File: src/logic/eac_pkg.sv
/*
 eeprom access control package: control register layout, register
 selects, reset values and programming times.
 assumes a 40 MHz system clock shared with the core register port.
*/
package eac_pkg;
  localparam int          CLK_HZ          = 40_000_000;
  localparam logic [1:0]  SEL_CTRL        = 2'h0;
  localparam logic [1:0]  SEL_ADDR_LO     = 2'h1;
  localparam logic [1:0]  SEL_ADDR_HI     = 2'h2;
  localparam logic [1:0]  SEL_DATA        = 2'h3;
  localparam int          BIT_READ        = 0;
  localparam int          BIT_PROG        = 1;
  localparam int          BIT_MASTER      = 2;
  localparam int          BIT_RDY_IE      = 3;
  localparam int          BIT_MODE_LO     = 4;
  localparam int          BIT_MODE_HI     = 5;
  localparam logic [1:0]  MODE_RESET      = 2'h0;
  localparam logic [7:0]  DATA_RESET      = 8'h00;
  localparam logic [2:0]  MASTER_CYCLES   = 3'h4;
  localparam logic [2:0]  READ_STALL      = 3'h4;
  localparam logic [2:0]  PROG_STALL      = 3'h2;
  localparam int          ATOMIC_US10     = 34;
  localparam int          SPLIT_US10      = 18;
  localparam int          ATOMIC_CYC      = ATOMIC_US10 * (CLK_HZ / 10_000);
  localparam int          SPLIT_CYC       = SPLIT_US10 * (CLK_HZ / 10_000);
  typedef enum logic [1:0] {
    EAC_ATOMIC, EAC_ERASE, EAC_WRITE, EAC_RSVD
  } eac_mode_t;
endpackage

File: src/logic/eac_eeprom_ctrl.sv
/*
 eeprom access control: core register port on one side, byte array
 port on the other. the array answers reads combinationally in the cycle
 the read is requested, one cycle before arr_rd. assumes all inputs come from the same clock domain.
 assumes the core issues no register write while core_stall is high, and
 that srst may arrive mid-programming: the array cycle is never cut short.
*/
`timescale 1ns/1ps
module eac_eeprom_ctrl import eac_pkg::*; #(
  parameter int ATOMIC_TIME = ATOMIC_CYC,
  parameter int SPLIT_TIME  = SPLIT_CYC
) (
  input  wire logic       clk,
  input  wire logic       srst,
  input  wire logic       reg_wr,
  input  wire logic [1:0] reg_sel,
  input  wire logic [7:0] reg_wdata,
  output logic      [7:0] ctrl_rdata,
  output logic      [8:0] nv_byte_address,
  output logic      [7:0] nv_byte_data,
  input  wire logic       global_irq_en,
  output logic            ready_irq,
  output logic            core_stall,
  output logic            arr_rd,
  input  wire logic [7:0] arr_rdata,
  output logic            arr_erase,
  output logic            arr_write,
  output logic      [7:0] arr_wdata
);
  logic [1:0]  prog_mode_r;
  logic        ready_irq_enable_r;
  logic        master_prog_enable_r;
  logic        prog_enable_r;
  logic [2:0]  master_cnt_r;
  logic [2:0]  stall_cnt_r;
  logic [23:0] prog_cnt_r;
  logic        wr_ctrl;
  logic        start;
  logic        rd_go;

  assign wr_ctrl = reg_wr && (reg_sel == SEL_CTRL);
  // start needs master enable still live; none may begin inside reset
  assign start = wr_ctrl && reg_wdata[BIT_PROG] && master_prog_enable_r
                 && !prog_enable_r && !srst;
  assign rd_go = wr_ctrl && reg_wdata[BIT_READ] && !prog_enable_r;

  always_ff @(posedge clk) begin
    if (srst && !prog_enable_r) begin
      prog_mode_r <= MODE_RESET;
    end else if (wr_ctrl && !prog_enable_r) begin
      prog_mode_r <= reg_wdata[BIT_MODE_HI:BIT_MODE_LO];
    end
  end

  always_ff @(posedge clk) begin
    if (srst) begin
      ready_irq_enable_r <= 1'b0;
    end else if (wr_ctrl) begin
      ready_irq_enable_r <= reg_wdata[BIT_RDY_IE];
    end
  end

  always_ff @(posedge clk) begin
    if (srst) begin
      master_prog_enable_r <= 1'b0;
      master_cnt_r         <= 3'h0;
    end else if (wr_ctrl && reg_wdata[BIT_MASTER]) begin
      master_prog_enable_r <= 1'b1;
      master_cnt_r         <= MASTER_CYCLES - 3'h1;
    end else if (master_cnt_r != 3'h0) begin
      master_cnt_r <= master_cnt_r - 3'h1;
    end else begin
      master_prog_enable_r <= 1'b0;
    end
  end

  // a running program finishes across reset, so reset clears these only when idle
  always_ff @(posedge clk) begin
    if (start) begin
      prog_enable_r <= 1'b1;
      prog_cnt_r    <= (prog_mode_r == MODE_RESET) ?
                       24'(ATOMIC_TIME - 1) : 24'(SPLIT_TIME - 1);
    end else if (prog_enable_r && prog_cnt_r != 24'h0) begin
      prog_cnt_r <= prog_cnt_r - 24'h1;
    end else if (srst || prog_enable_r) begin
      prog_enable_r <= 1'b0;
      prog_cnt_r    <= 24'h0;
    end
  end

  always_ff @(posedge clk) begin
    if (srst) begin
      stall_cnt_r <= 3'h0;
      core_stall  <= 1'b0;
    end else if (start) begin
      stall_cnt_r <= PROG_STALL - 3'h1;
      core_stall  <= 1'b1;
    end else if (rd_go) begin
      stall_cnt_r <= READ_STALL - 3'h1;
      core_stall  <= 1'b1;
    end else if (stall_cnt_r != 3'h0) begin
      stall_cnt_r <= stall_cnt_r - 3'h1;
    end else begin
      core_stall <= 1'b0;
    end
  end

  always_ff @(posedge clk) begin
    if (reg_wr && !prog_enable_r && reg_sel == SEL_ADDR_LO) begin
      nv_byte_address[7:0] <= reg_wdata;
    end else if (reg_wr && !prog_enable_r && reg_sel == SEL_ADDR_HI) begin
      nv_byte_address[8] <= reg_wdata[0];
    end
  end

  always_ff @(posedge clk) begin
    if (srst) begin
      nv_byte_data <= DATA_RESET;
    end else if (rd_go) begin
      nv_byte_data <= arr_rdata;
    end else if (reg_wr && reg_sel == SEL_DATA) begin
      nv_byte_data <= reg_wdata;
    end
  end

  always_ff @(posedge clk) begin
    if (srst) begin
      arr_erase <= 1'b0;
      arr_write <= 1'b0;
      arr_wdata <= DATA_RESET;
      arr_rd    <= 1'b0;
    end else begin
      arr_erase <= start && (prog_mode_r == EAC_ATOMIC ||
                             prog_mode_r == EAC_ERASE);
      arr_write <= start && (prog_mode_r == EAC_ATOMIC ||
                             prog_mode_r == EAC_WRITE);
      arr_wdata <= nv_byte_data;
      arr_rd    <= rd_go;
    end
  end

  always_ff @(posedge clk) begin
    if (srst) begin
      ready_irq <= 1'b0;
    end else begin
      ready_irq <= ready_irq_enable_r && global_irq_en &&
                   !(prog_enable_r || start);
    end
  end

  always_ff @(posedge clk) begin
    ctrl_rdata <= {2'b00, prog_mode_r, ready_irq_enable_r,
                   master_prog_enable_r, prog_enable_r, 1'b0};
  end

  // checker-only measures: how long the busy flag really stood and how
  // long it should stand, taken from the parameters rather than from the
  // countdown, so a wrong load value in that countdown still shows up
  logic [23:0] busy_len_r;
  logic [23:0] busy_lim_r;
  logic [2:0]  stall_len_r;

  always_ff @(posedge clk) begin
    if (start) begin
      busy_len_r <= 24'h0;
    end else if (prog_enable_r) begin
      busy_len_r <= busy_len_r + 24'h1;
    end else begin
      busy_len_r <= 24'h0;
    end
  end

  always_ff @(posedge clk) begin
    if (start && prog_mode_r == EAC_ATOMIC) begin
      busy_lim_r <= 24'(ATOMIC_TIME);
    end else if (start) begin
      busy_lim_r <= 24'(SPLIT_TIME);
    end
  end

  // saturates so a stuck stall cannot wrap back into the legal range
  always_ff @(posedge clk) begin
    if (srst || !core_stall) begin
      stall_len_r <= 3'h0;
    end else if (stall_len_r != 3'h7) begin
      stall_len_r <= stall_len_r + 3'h1;
    end
  end

  // master enable window and programming start
  a_mpe_hold: assert property (@(posedge clk) disable iff (srst)
    wr_ctrl && reg_wdata[BIT_MASTER] |=> master_prog_enable_r [*4])
    else $error("master enable window short");

  a_mpe_clear: assert property (@(posedge clk) disable iff (srst)
    (wr_ctrl && reg_wdata[BIT_MASTER])
      ##1 !(wr_ctrl && reg_wdata[BIT_MASTER]) [*4]
      |=> !master_prog_enable_r)
    else $error("master enable stuck");

  a_no_start: assert property (@(posedge clk) disable iff (srst)
    !master_prog_enable_r |=> !arr_write && !arr_erase)
    else $error("write without master");

  a_no_arm: assert property (@(posedge clk) disable iff (srst)
    !master_prog_enable_r && !prog_enable_r |=> !prog_enable_r)
    else $error("program started without master");

  a_busy_set: assert property (@(posedge clk) disable iff (srst)
    start |=> prog_enable_r)
    else $error("program flag not set");

  a_busy_max: assert property (@(posedge clk) disable iff (srst)
    prog_enable_r |-> busy_len_r < busy_lim_r)
    else $error("program flag held too long");

  a_busy_len: assert property (@(posedge clk) disable iff (srst)
    $fell(prog_enable_r) |-> busy_len_r == busy_lim_r)
    else $error("program flag cleared early");

  // array action per mode; the reserved code must leave the array alone
  a_atomic_ops: assert property (@(posedge clk) disable iff (srst)
    start && prog_mode_r == EAC_ATOMIC |=> arr_erase && arr_write)
    else $error("atomic mode pulses wrong");

  a_erase_only: assert property (@(posedge clk) disable iff (srst)
    start && prog_mode_r == EAC_ERASE |=> arr_erase && !arr_write)
    else $error("erase mode pulses wrong");

  a_write_only: assert property (@(posedge clk) disable iff (srst)
    start && prog_mode_r == EAC_WRITE |=> !arr_erase && arr_write)
    else $error("write mode pulses wrong");

  a_rsvd_idle: assert property (@(posedge clk) disable iff (srst)
    start && prog_mode_r == EAC_RSVD |=> !arr_erase && !arr_write)
    else $error("reserved mode touched array");

  a_mode_hold: assert property (@(posedge clk) disable iff (srst)
    prog_enable_r |=> $stable(prog_mode_r))
    else $error("mode changed while busy");

  // core stall lengths
  a_prog_stall: assert property (@(posedge clk) disable iff (srst)
    start |=> core_stall [*2] ##1 !core_stall)
    else $error("program stall length");

  a_read_stall: assert property (@(posedge clk) disable iff (srst)
    rd_go |=> core_stall [*4] ##1 !core_stall)
    else $error("read stall length");

  a_stall_max: assert property (@(posedge clk) disable iff (srst)
    !(stall_len_r > READ_STALL))
    else $error("core stalled too long");

  // read path and its refusal while busy
  a_read_data: assert property (@(posedge clk) disable iff (srst)
    rd_go |=> nv_byte_data == $past(arr_rdata))
    else $error("read data lost");

  a_read_pulse: assert property (@(posedge clk) disable iff (srst)
    rd_go |=> arr_rd)
    else $error("read strobe missing");

  a_busy_no_read: assert property (@(posedge clk) disable iff (srst)
    prog_enable_r |=> !arr_rd)
    else $error("read while busy");

  a_busy_addr: assert property (@(posedge clk) disable iff (srst)
    prog_enable_r |=> $stable(nv_byte_address))
    else $error("address changed while busy");

  // ready interrupt level
  a_irq_level: assert property (@(posedge clk) disable iff (srst)
    prog_enable_r |=> !ready_irq)
    else $error("irq while busy");

  a_irq_ready: assert property (@(posedge clk) disable iff (srst)
    ready_irq_enable_r && global_irq_en && !prog_enable_r && !start
      |=> ready_irq)
    else $error("ready irq missing");

  a_irq_gate: assert property (@(posedge clk) disable iff (srst)
    !global_irq_en |=> !ready_irq)
    else $error("irq not gated");

  a_irq_enable: assert property (@(posedge clk) disable iff (srst)
    !ready_irq_enable_r |=> !ready_irq)
    else $error("irq not disabled");

  // reset: the mode survives only while the array is still busy
  a_mode_reset: assert property (@(posedge clk)
    srst && !prog_enable_r |=> prog_mode_r == MODE_RESET)
    else $error("mode not cleared by reset");

  a_mode_busy_rst: assert property (@(posedge clk)
    srst && prog_enable_r |=> $stable(prog_mode_r))
    else $error("mode lost during busy reset");

  a_data_write: assert property (@(posedge clk) disable iff (srst)
    reg_wr && reg_sel == SEL_DATA |=> nv_byte_data == $past(reg_wdata))
    else $error("data register write lost");

  a_addr_write: assert property (@(posedge clk) disable iff (srst)
    reg_wr && reg_sel == SEL_ADDR_LO && !prog_enable_r
      |=> nv_byte_address[7:0] == $past(reg_wdata))
    else $error("address write lost");

  a_top_zero: assert property (@(posedge clk) disable iff (srst)
    ctrl_rdata[7:6] == 2'b00)
    else $error("reserved bits set");
endmodule // eac_eeprom_ctrl

File: config.mk
export PLATFORM = sky130hd
export DESIGN_NAME = eac_eeprom_ctrl
export DESIGN_NICKNAME = d
export VERILOG_FILES = /design/src/logic/eac_pkg.sv /design/src/logic/eac_eeprom_ctrl.sv
export SDC_FILE = /design/constraint.sdc
export NUM_CORES = 1
export LEC_CHECK = 0
export BUFFER_PORTS_ARGS = -buffer_cell sky130_fd_sc_hd__buf_2
export CAP_MARGIN = 20
export CORE_ASPECT_RATIO = 1.75
export CORE_UTILIZATION = 58
export CTS_CLUSTER_DIAMETER = 200
export CTS_CLUSTER_SIZE = 10
export DETAILED_ROUTE_END_ITERATION = 12
export GPL_ROUTABILITY_DRIVEN = 0
export GPL_TIMING_DRIVEN = 0
export PLACE_DENSITY = 0.89
export SYNTH_ARGS = -nofsm -noshare
export SYNTH_HDL_FRONTEND = slang
export SYNTH_SLANG_ARGS = --single-unit
File: constraint.sdc
create_clock -name clk -period 5.3 [get_ports clk]
set_input_delay 0.265 -clock clk [delete_from_list [all_inputs] [get_ports clk]]
set_output_delay 0.265 -clock clk [all_outputs]
set_load 0.005 [all_outputs]
### Word level (Yosys, flattened, before mapping)

Index checks and enable logic that the tools add are counted.

* flip-flop bits (word level): 70
* logic and storage cells: 89
* output and inout port bits: 38
* bits of input ports: 22

* equal/unequal tests: 7
* bitwise logic cells: 2
* multiplexer cells: 16
* add/subtract/negate cells: 3
* reduce and logical (&&, ||, !) cells: 41

Operators by type and width (number)
* 24-bit 2-to-1 mux: 3
* 24-bit nonzero test: 1
* 24-bit by 1-bit subtractor with 24-bit output (second input constant): 1
* 1-bit logical AND: 19
* 18-bit 2-to-1 mux: 1
* 8-bit 2-to-1 mux: 2
* 3-bit nonzero test: 4
* 2-bit 2-to-1 mux: 4
* 2-bit == test (second input constant): 3
* 1-bit 2-to-1 mux: 6
* 2-bit nonzero test: 3
* 3-bit by 1-bit subtractor with 3-bit output (second input constant): 2
* 2-bit by 1-bit == test with 1-bit output (second input constant): 2
* 2-bit zero test: 2
* 1-bit logical OR: 4
* 2-bit AND reduction: 2
* 2-bit OR reduction: 2
* 1-bit zero test: 3
* 3-bit inequality test (second input constant): 1
* 3-bit OR reduction: 1
* 2-bit inequality test (second input constant): 1
* 1-bit inverter: 2

### Logic depth before layout (Yosys ltp)

* word-level depth: 9
* mapped depth: 7
* gate-level depth less buffers: 6

### Least setup slack after synthesis

Ideal clock, no wire load.

* kind: register to register
* start: reg prog_enable_r
* end: reg prog_cnt_r[0] (enable)
* required time: 4.918 ns
* setup slack: 3.336 ns
* arrival time: 1.582 ns
* clock period less this slack: 1.964 ns
* library setup time: 0.382 ns
* cell stages (with the launch flop): 4
* buffers on the path: 0
* cells stage by stage: dfxtp_1 -> nor4b_2 -> and3_1 -> or3_1

* cells in the longest elaborated chain, start to end: 4
* elaborated cells between the ends (all ways): 6
* classes of those cells: reduce/logical (6)

RTL lines
* start: declaration: line eac_eeprom_ctrl.sv:33 `logic prog_enable_r;`
* start signal: assignment: line eac_eeprom_ctrl.sv:80 `prog_enable_r <= 1'b1;`
* start signal: assignment: line eac_eeprom_ctrl.sv:86 `prog_enable_r <= 1'b0;`
* 1-bit zero test: line eac_eeprom_ctrl.sv:44 `&& !prog_enable_r && !srst;`
* 1-bit logical AND (2 in a row): line eac_eeprom_ctrl.sv:44
* 3-bit nonzero test (no source line) (*)
* end signal: assignment: line eac_eeprom_ctrl.sv:81 `prog_cnt_r <= (prog_mode_r == MODE_RESET) ?`
* end signal: assignment: line eac_eeprom_ctrl.sv:84 `prog_cnt_r <= prog_cnt_r - 24'h1;`
* end: declaration: line eac_eeprom_ctrl.sv:36 `logic [23:0] prog_cnt_r;`

Every way passes the cells marked *; elsewhere a longest branch is shown, timed or not.
A chain may end at the register's enable or synchronous reset.

### Worst setup path in the final report

* start: reg prog_enable_r
* end: reg prog_cnt_r[13] (enable)

Same word-level chain as after synthesis.

==> Flow_metrics.wiki <==
{| class="wikitable"
! Metric !! Value
|-
| Dominant synthesized flop cell || sky130_fd_sc_hd__dfxtp_1
|-
| Post-layout utilization of the core || between 70% and 80%
|-
| Share of synthesized registers carrying an async set or reset || 0%
|-
| Antenna violations before repair || 0
|-
| Final hold slack || roughly 110 ps
|-
| Fraction of synthesized cell area in xor and xnor cells || 4.63%
|-
| TritonCTS clock tree || done
|-
| Setup violators final || 0
|-
| Maximum vdd drop || around 0.00036 V
|-
| Setup repair bufs after CTS || 0
|-
| Class of the worst hold path || primary input to flop
|-
| WP data arrival || around 2400 ps
|-
| Row Count || 34
|-
| Number of inserted filler cells in the final layout || about 360
|-
| Vias in the first global route || 2341
|-
| Adder and majority gate portion of the synthesized area || approximately 2.5%
|-
| Skew final || a little under 6 ps
|-
| Biggest area contributors in the synthesized netlist || sky130_fd_sc_hd__edfxtp_1 33%, sky130_fd_sc_hd__dfxtp_1 24%, sky130_fd_sc_hd__nor2_1 3.1%, sky130_fd_sc_hd__nand2_1 2.6%, sky130_fd_sc_hd__a21oi_1 2.5%
|-
| Portion of synthesized cell area occupied by the leading cell type || 32.8%
|-
| Unrepaired setup endpoints after global routing || no
|-
| FF+latch count, synth || 70
|-
| Logic depth of the worst register-to-register path || 3
|-
| Worst skew pair latency || ~350 ps
|-
| Clock input transition at the sequential cells of the worst setup and hold paths || around 70 ps
|-
| Max-cap check violation count || 0
|-
| Final antenna diode count || 0
|-
| Combinational family with the most area after synthesis || simple AND/OR/NAND/NOR gates
|-
| Leading post-synthesis cells by instance count || 37 x sky130_fd_sc_hd__dfxtp_1, 33 x sky130_fd_sc_hd__edfxtp_1, 25 x sky130_fd_sc_hd__nor2_1
|-
| Wire length of the first global-routing pass || roughly 11000 um
|-
| DRC violation count after routing || 0
|-
| Mean post-synth cell area || between 10 and 15 sq um
|-
| Root Driver || sky130_fd_sc_hd__clkbuf_8
|-
| Number of hold buffers added after CTS || 0
|-
| Result of the run || completed
|-
| Sinks on Clock Net || 70
|-
| Remaining antenna violation count after routing || 0
|-
| Leak Pwr || ~1.4 nW
|-
| Post-detailed-route wirelength per cell || 16.5 um
|-
| Non-filler cells, final || roughly 400
|-
| Gate count of the mapped netlist || between 200 and 300
|-
| Number of vias per cell || 5.97
|-
| Pin count of the biggest net entering global routing || 26
|-
| Port Buffers || between 50 and 60
|-
| Worst rel slew slack || 28.5%
|-
| Worst flop-to-flop path endpoint || prog_cnt_r[13]
|-
| Fraction of the mapped netlist area in simple logic gates || 21.3%
|-
| Aggregate negative setup slack || 0 ps
|-
| Warnings, synthesis || 0
|-
| Number of violations reported at the end of detailed-routing iteration 0 || 93
|-
| Distinct cells, synth || 50
|-
| Sum of routed wire length over all layers || approximately 6600 um
|-
| Library cell occupying the most area in the post-synthesis netlist || sky130_fd_sc_hd__edfxtp_1
|-
| Crit start category || flop
|-
| Cts bufs inserted || 9
|-
| Reg2reg start || prog_enable_r
|-
| Critical path fanouts, max || 25
|-
| Sequential-to-total area share from yosys stat || 57.2%
|-
| P per Cell Area || between 300 and 400 mW/mm^2
|-
| Class of the most critical setup path || flop to flop
|-
| Maximum count of clock buffers along a single path || 2
|-
| Share of layout cells above drive strength 1 || 25.9%
|-
| Starting Density || approximately three fifths
|-
| Router iterations before antenna repair || 4
|-
| Post-synthesis instance area || 0.00303 sq mm
|-
| Required time at the endpoint of the critical path || between 5000 and 6000 ps
|-
| Reg area || between 0.0015 and 0.002 sq mm
|-
| Number of top-level pins || 60
|-
| Launching instance or port of the critical path || prog_enable_r
|-
| DIE WIDTH || 56.6 um
|-
| Maximum frequency from static timing analysis || between 400 and 500 MHz
|-
| Worst-Margin Slew || 1070 ps
|-
| Number of instances in the placed design || roughly 390
|-
| Half-perimeter wire length after placement || 4750 um
|-
| Global-route usage over all layers || 26.3%
|-
| Compound-Gate Fraction of Synth Area || between 10% and 20%
|-
| Number of enable flip-flop cells after synthesis || 33
|-
| Area used by multi-input combinational logic || between 0.001 and 0.0015 sq mm
|-
| H-tree Lvls || 3
|-
| Core area || approximately 0.005 sq mm
|-
| Final min period || approximately 2500 ps
|-
| Final clock period utilization by the worst path || roughly 46%
|-
| Number of cells on the worst hold path || 1
|-
| Net count reported at finish || about 370
|-
| Pins Over Slew Limit || 0
|-
| Kind of end point of the critical path || flop
|-
| Gr ovfl total || 0
|-
| Via total after detailed routing || 2400
|-
| Layout overhead on the synthesized area || 18.4%
|-
| Count leader, synth || sky130_fd_sc_hd__dfxtp_1
|-
| Final hold violations || 0
|-
| Setup slack of the worst register-to-register path || between 2000 and 3000 ps
|-
| Die area || ~0.0055 sq mm
|-
| Crit path to || prog_cnt_r[13]
|-
| Multiplexer share of the synthesized area || less than 1%
|-
| Vertical extent of the die || roughly 98 um
|-
| Resized Gates After CTS || 0
|-
| Total power || between 1 and 1.5 mW
|}
==> routing by layer <==
layer	part of all wire, %	wire length (um)	global-route usage (%)
met1	37	2470	28.6
met2	55	3660	46.1
met3	4.3	282	5.46
met4	3.3	221	14.6
met5	0	0	0
==> worst min-delay path by stage <==
stage | slack [ps] | startpoint | endpoint
after detailed placement | 380 | ready_irq_enable_r | ctrl_rdata[3]
after global placement | 380 | ready_irq_enable_r | ctrl_rdata[3]
final | 110 | reg_wdata[7] | nv_byte_address[7]
after global routing | 100 | reg_wdata[6] | nv_byte_address[6]
after CTS | 90 | reg_wdata[6] | nv_byte_address[6]
after floorplan | 350 | ready_irq_enable_r | ctrl_rdata[3]
==> layout make-up <==
| cell class | instances | area share (%) |
|---|---|---|
| Tap cell | 54 | 1.89 |
| Inverter | 8 | 0.839 |
| Clock buffer | 10 | 3.56 |
| Timing Repair Buffer | 57 | 8.04 |
| Multi-Input combinational cell | 185 | 34.0 |
| Buffer | 12 | 1.64 |
| Clock inverter | 6 | 1.64 |
| Sequential cell | 70 | 48.4 |
==> per-stage QoR <==
step	setup WS [ps]	instance area, sq um
floorplan	3340	3030
global placement	2960	3380
detailed placement	2880	3390
CTS	2840	3580
global route	2670	3580
finish	2840	3580
==> kinds of logic (layout without fill, tap and decap cells) <==
kind of cell    count (synthesis)  in the layout
simple gates                  107            107
flops                          70             70
compound gates                 51             51
buf+inv                        20             93
xor+xnor                       16             16
fa+ha+maj                       6              6
mux                             2              2
other cells                     1              3
==> state kept, by name, summed over array words and instances (netlist names) <==
register,flops
arr_erase,1
arr_rd,1
arr_wdata,8
arr_write,1
core_stall,1
ctrl_rdata,5
master_cnt_r,3
master_prog_enable_r,1
nv_byte_address,9
nv_byte_data,8
prog_cnt_r,24
prog_enable_r,1
prog_mode_r,2
ready_irq,1
ready_irq_enable_r,1
stall_cnt_r,3
==> worst max-delay path: stages (launching register included) <==
cell and delay [ps]:
sky130_fd_sc_hd__dfxtp_1 430, sky130_fd_sc_hd__nor4b_2 460, sky130_fd_sc_hd__and3_1 320, sky130_fd_sc_hd__or3_1 860
==> where the power goes <==
group,leakage (nW),internal (mW),total [mW],switching [mW]
clock network,0.101,0.216,0.415,0.199
registers,0.636,0.656,0.752,0.0956
logic,0.666,0.125,0.262,0.137
==> cells in the final DEF (no fill, tap or decap), types with 5 or more instances in the layout <==
| cell type | n |
|---|---|
| sky130_fd_sc_hd__nand3_1 | 6 |
| sky130_fd_sc_hd__nor2_1 | 25 |
| sky130_fd_sc_hd__a311oi_1 | 5 |
| sky130_fd_sc_hd__edfxtp_1 | 33 |
| sky130_fd_sc_hd__buf_2 | 58 |
| sky130_fd_sc_hd__nand2_1 | 21 |
| sky130_fd_sc_hd__inv_1 | 8 |
| sky130_fd_sc_hd__ha_1 | 6 |
| sky130_fd_sc_hd__clkbuf_1 | 8 |
| sky130_fd_sc_hd__or4_1 | 6 |
| sky130_fd_sc_hd__dfxtp_1 | 37 |
| sky130_fd_sc_hd__clkbuf_8 | 9 |
| sky130_fd_sc_hd__xor2_1 | 8 |
| sky130_fd_sc_hd__xnor2_1 | 8 |
| sky130_fd_sc_hd__nor2b_1 | 8 |
| sky130_fd_sc_hd__a21oi_1 | 15 |
| sky130_fd_sc_hd__o21ai_0 | 13 |
(Power assumes the default switching activity.)
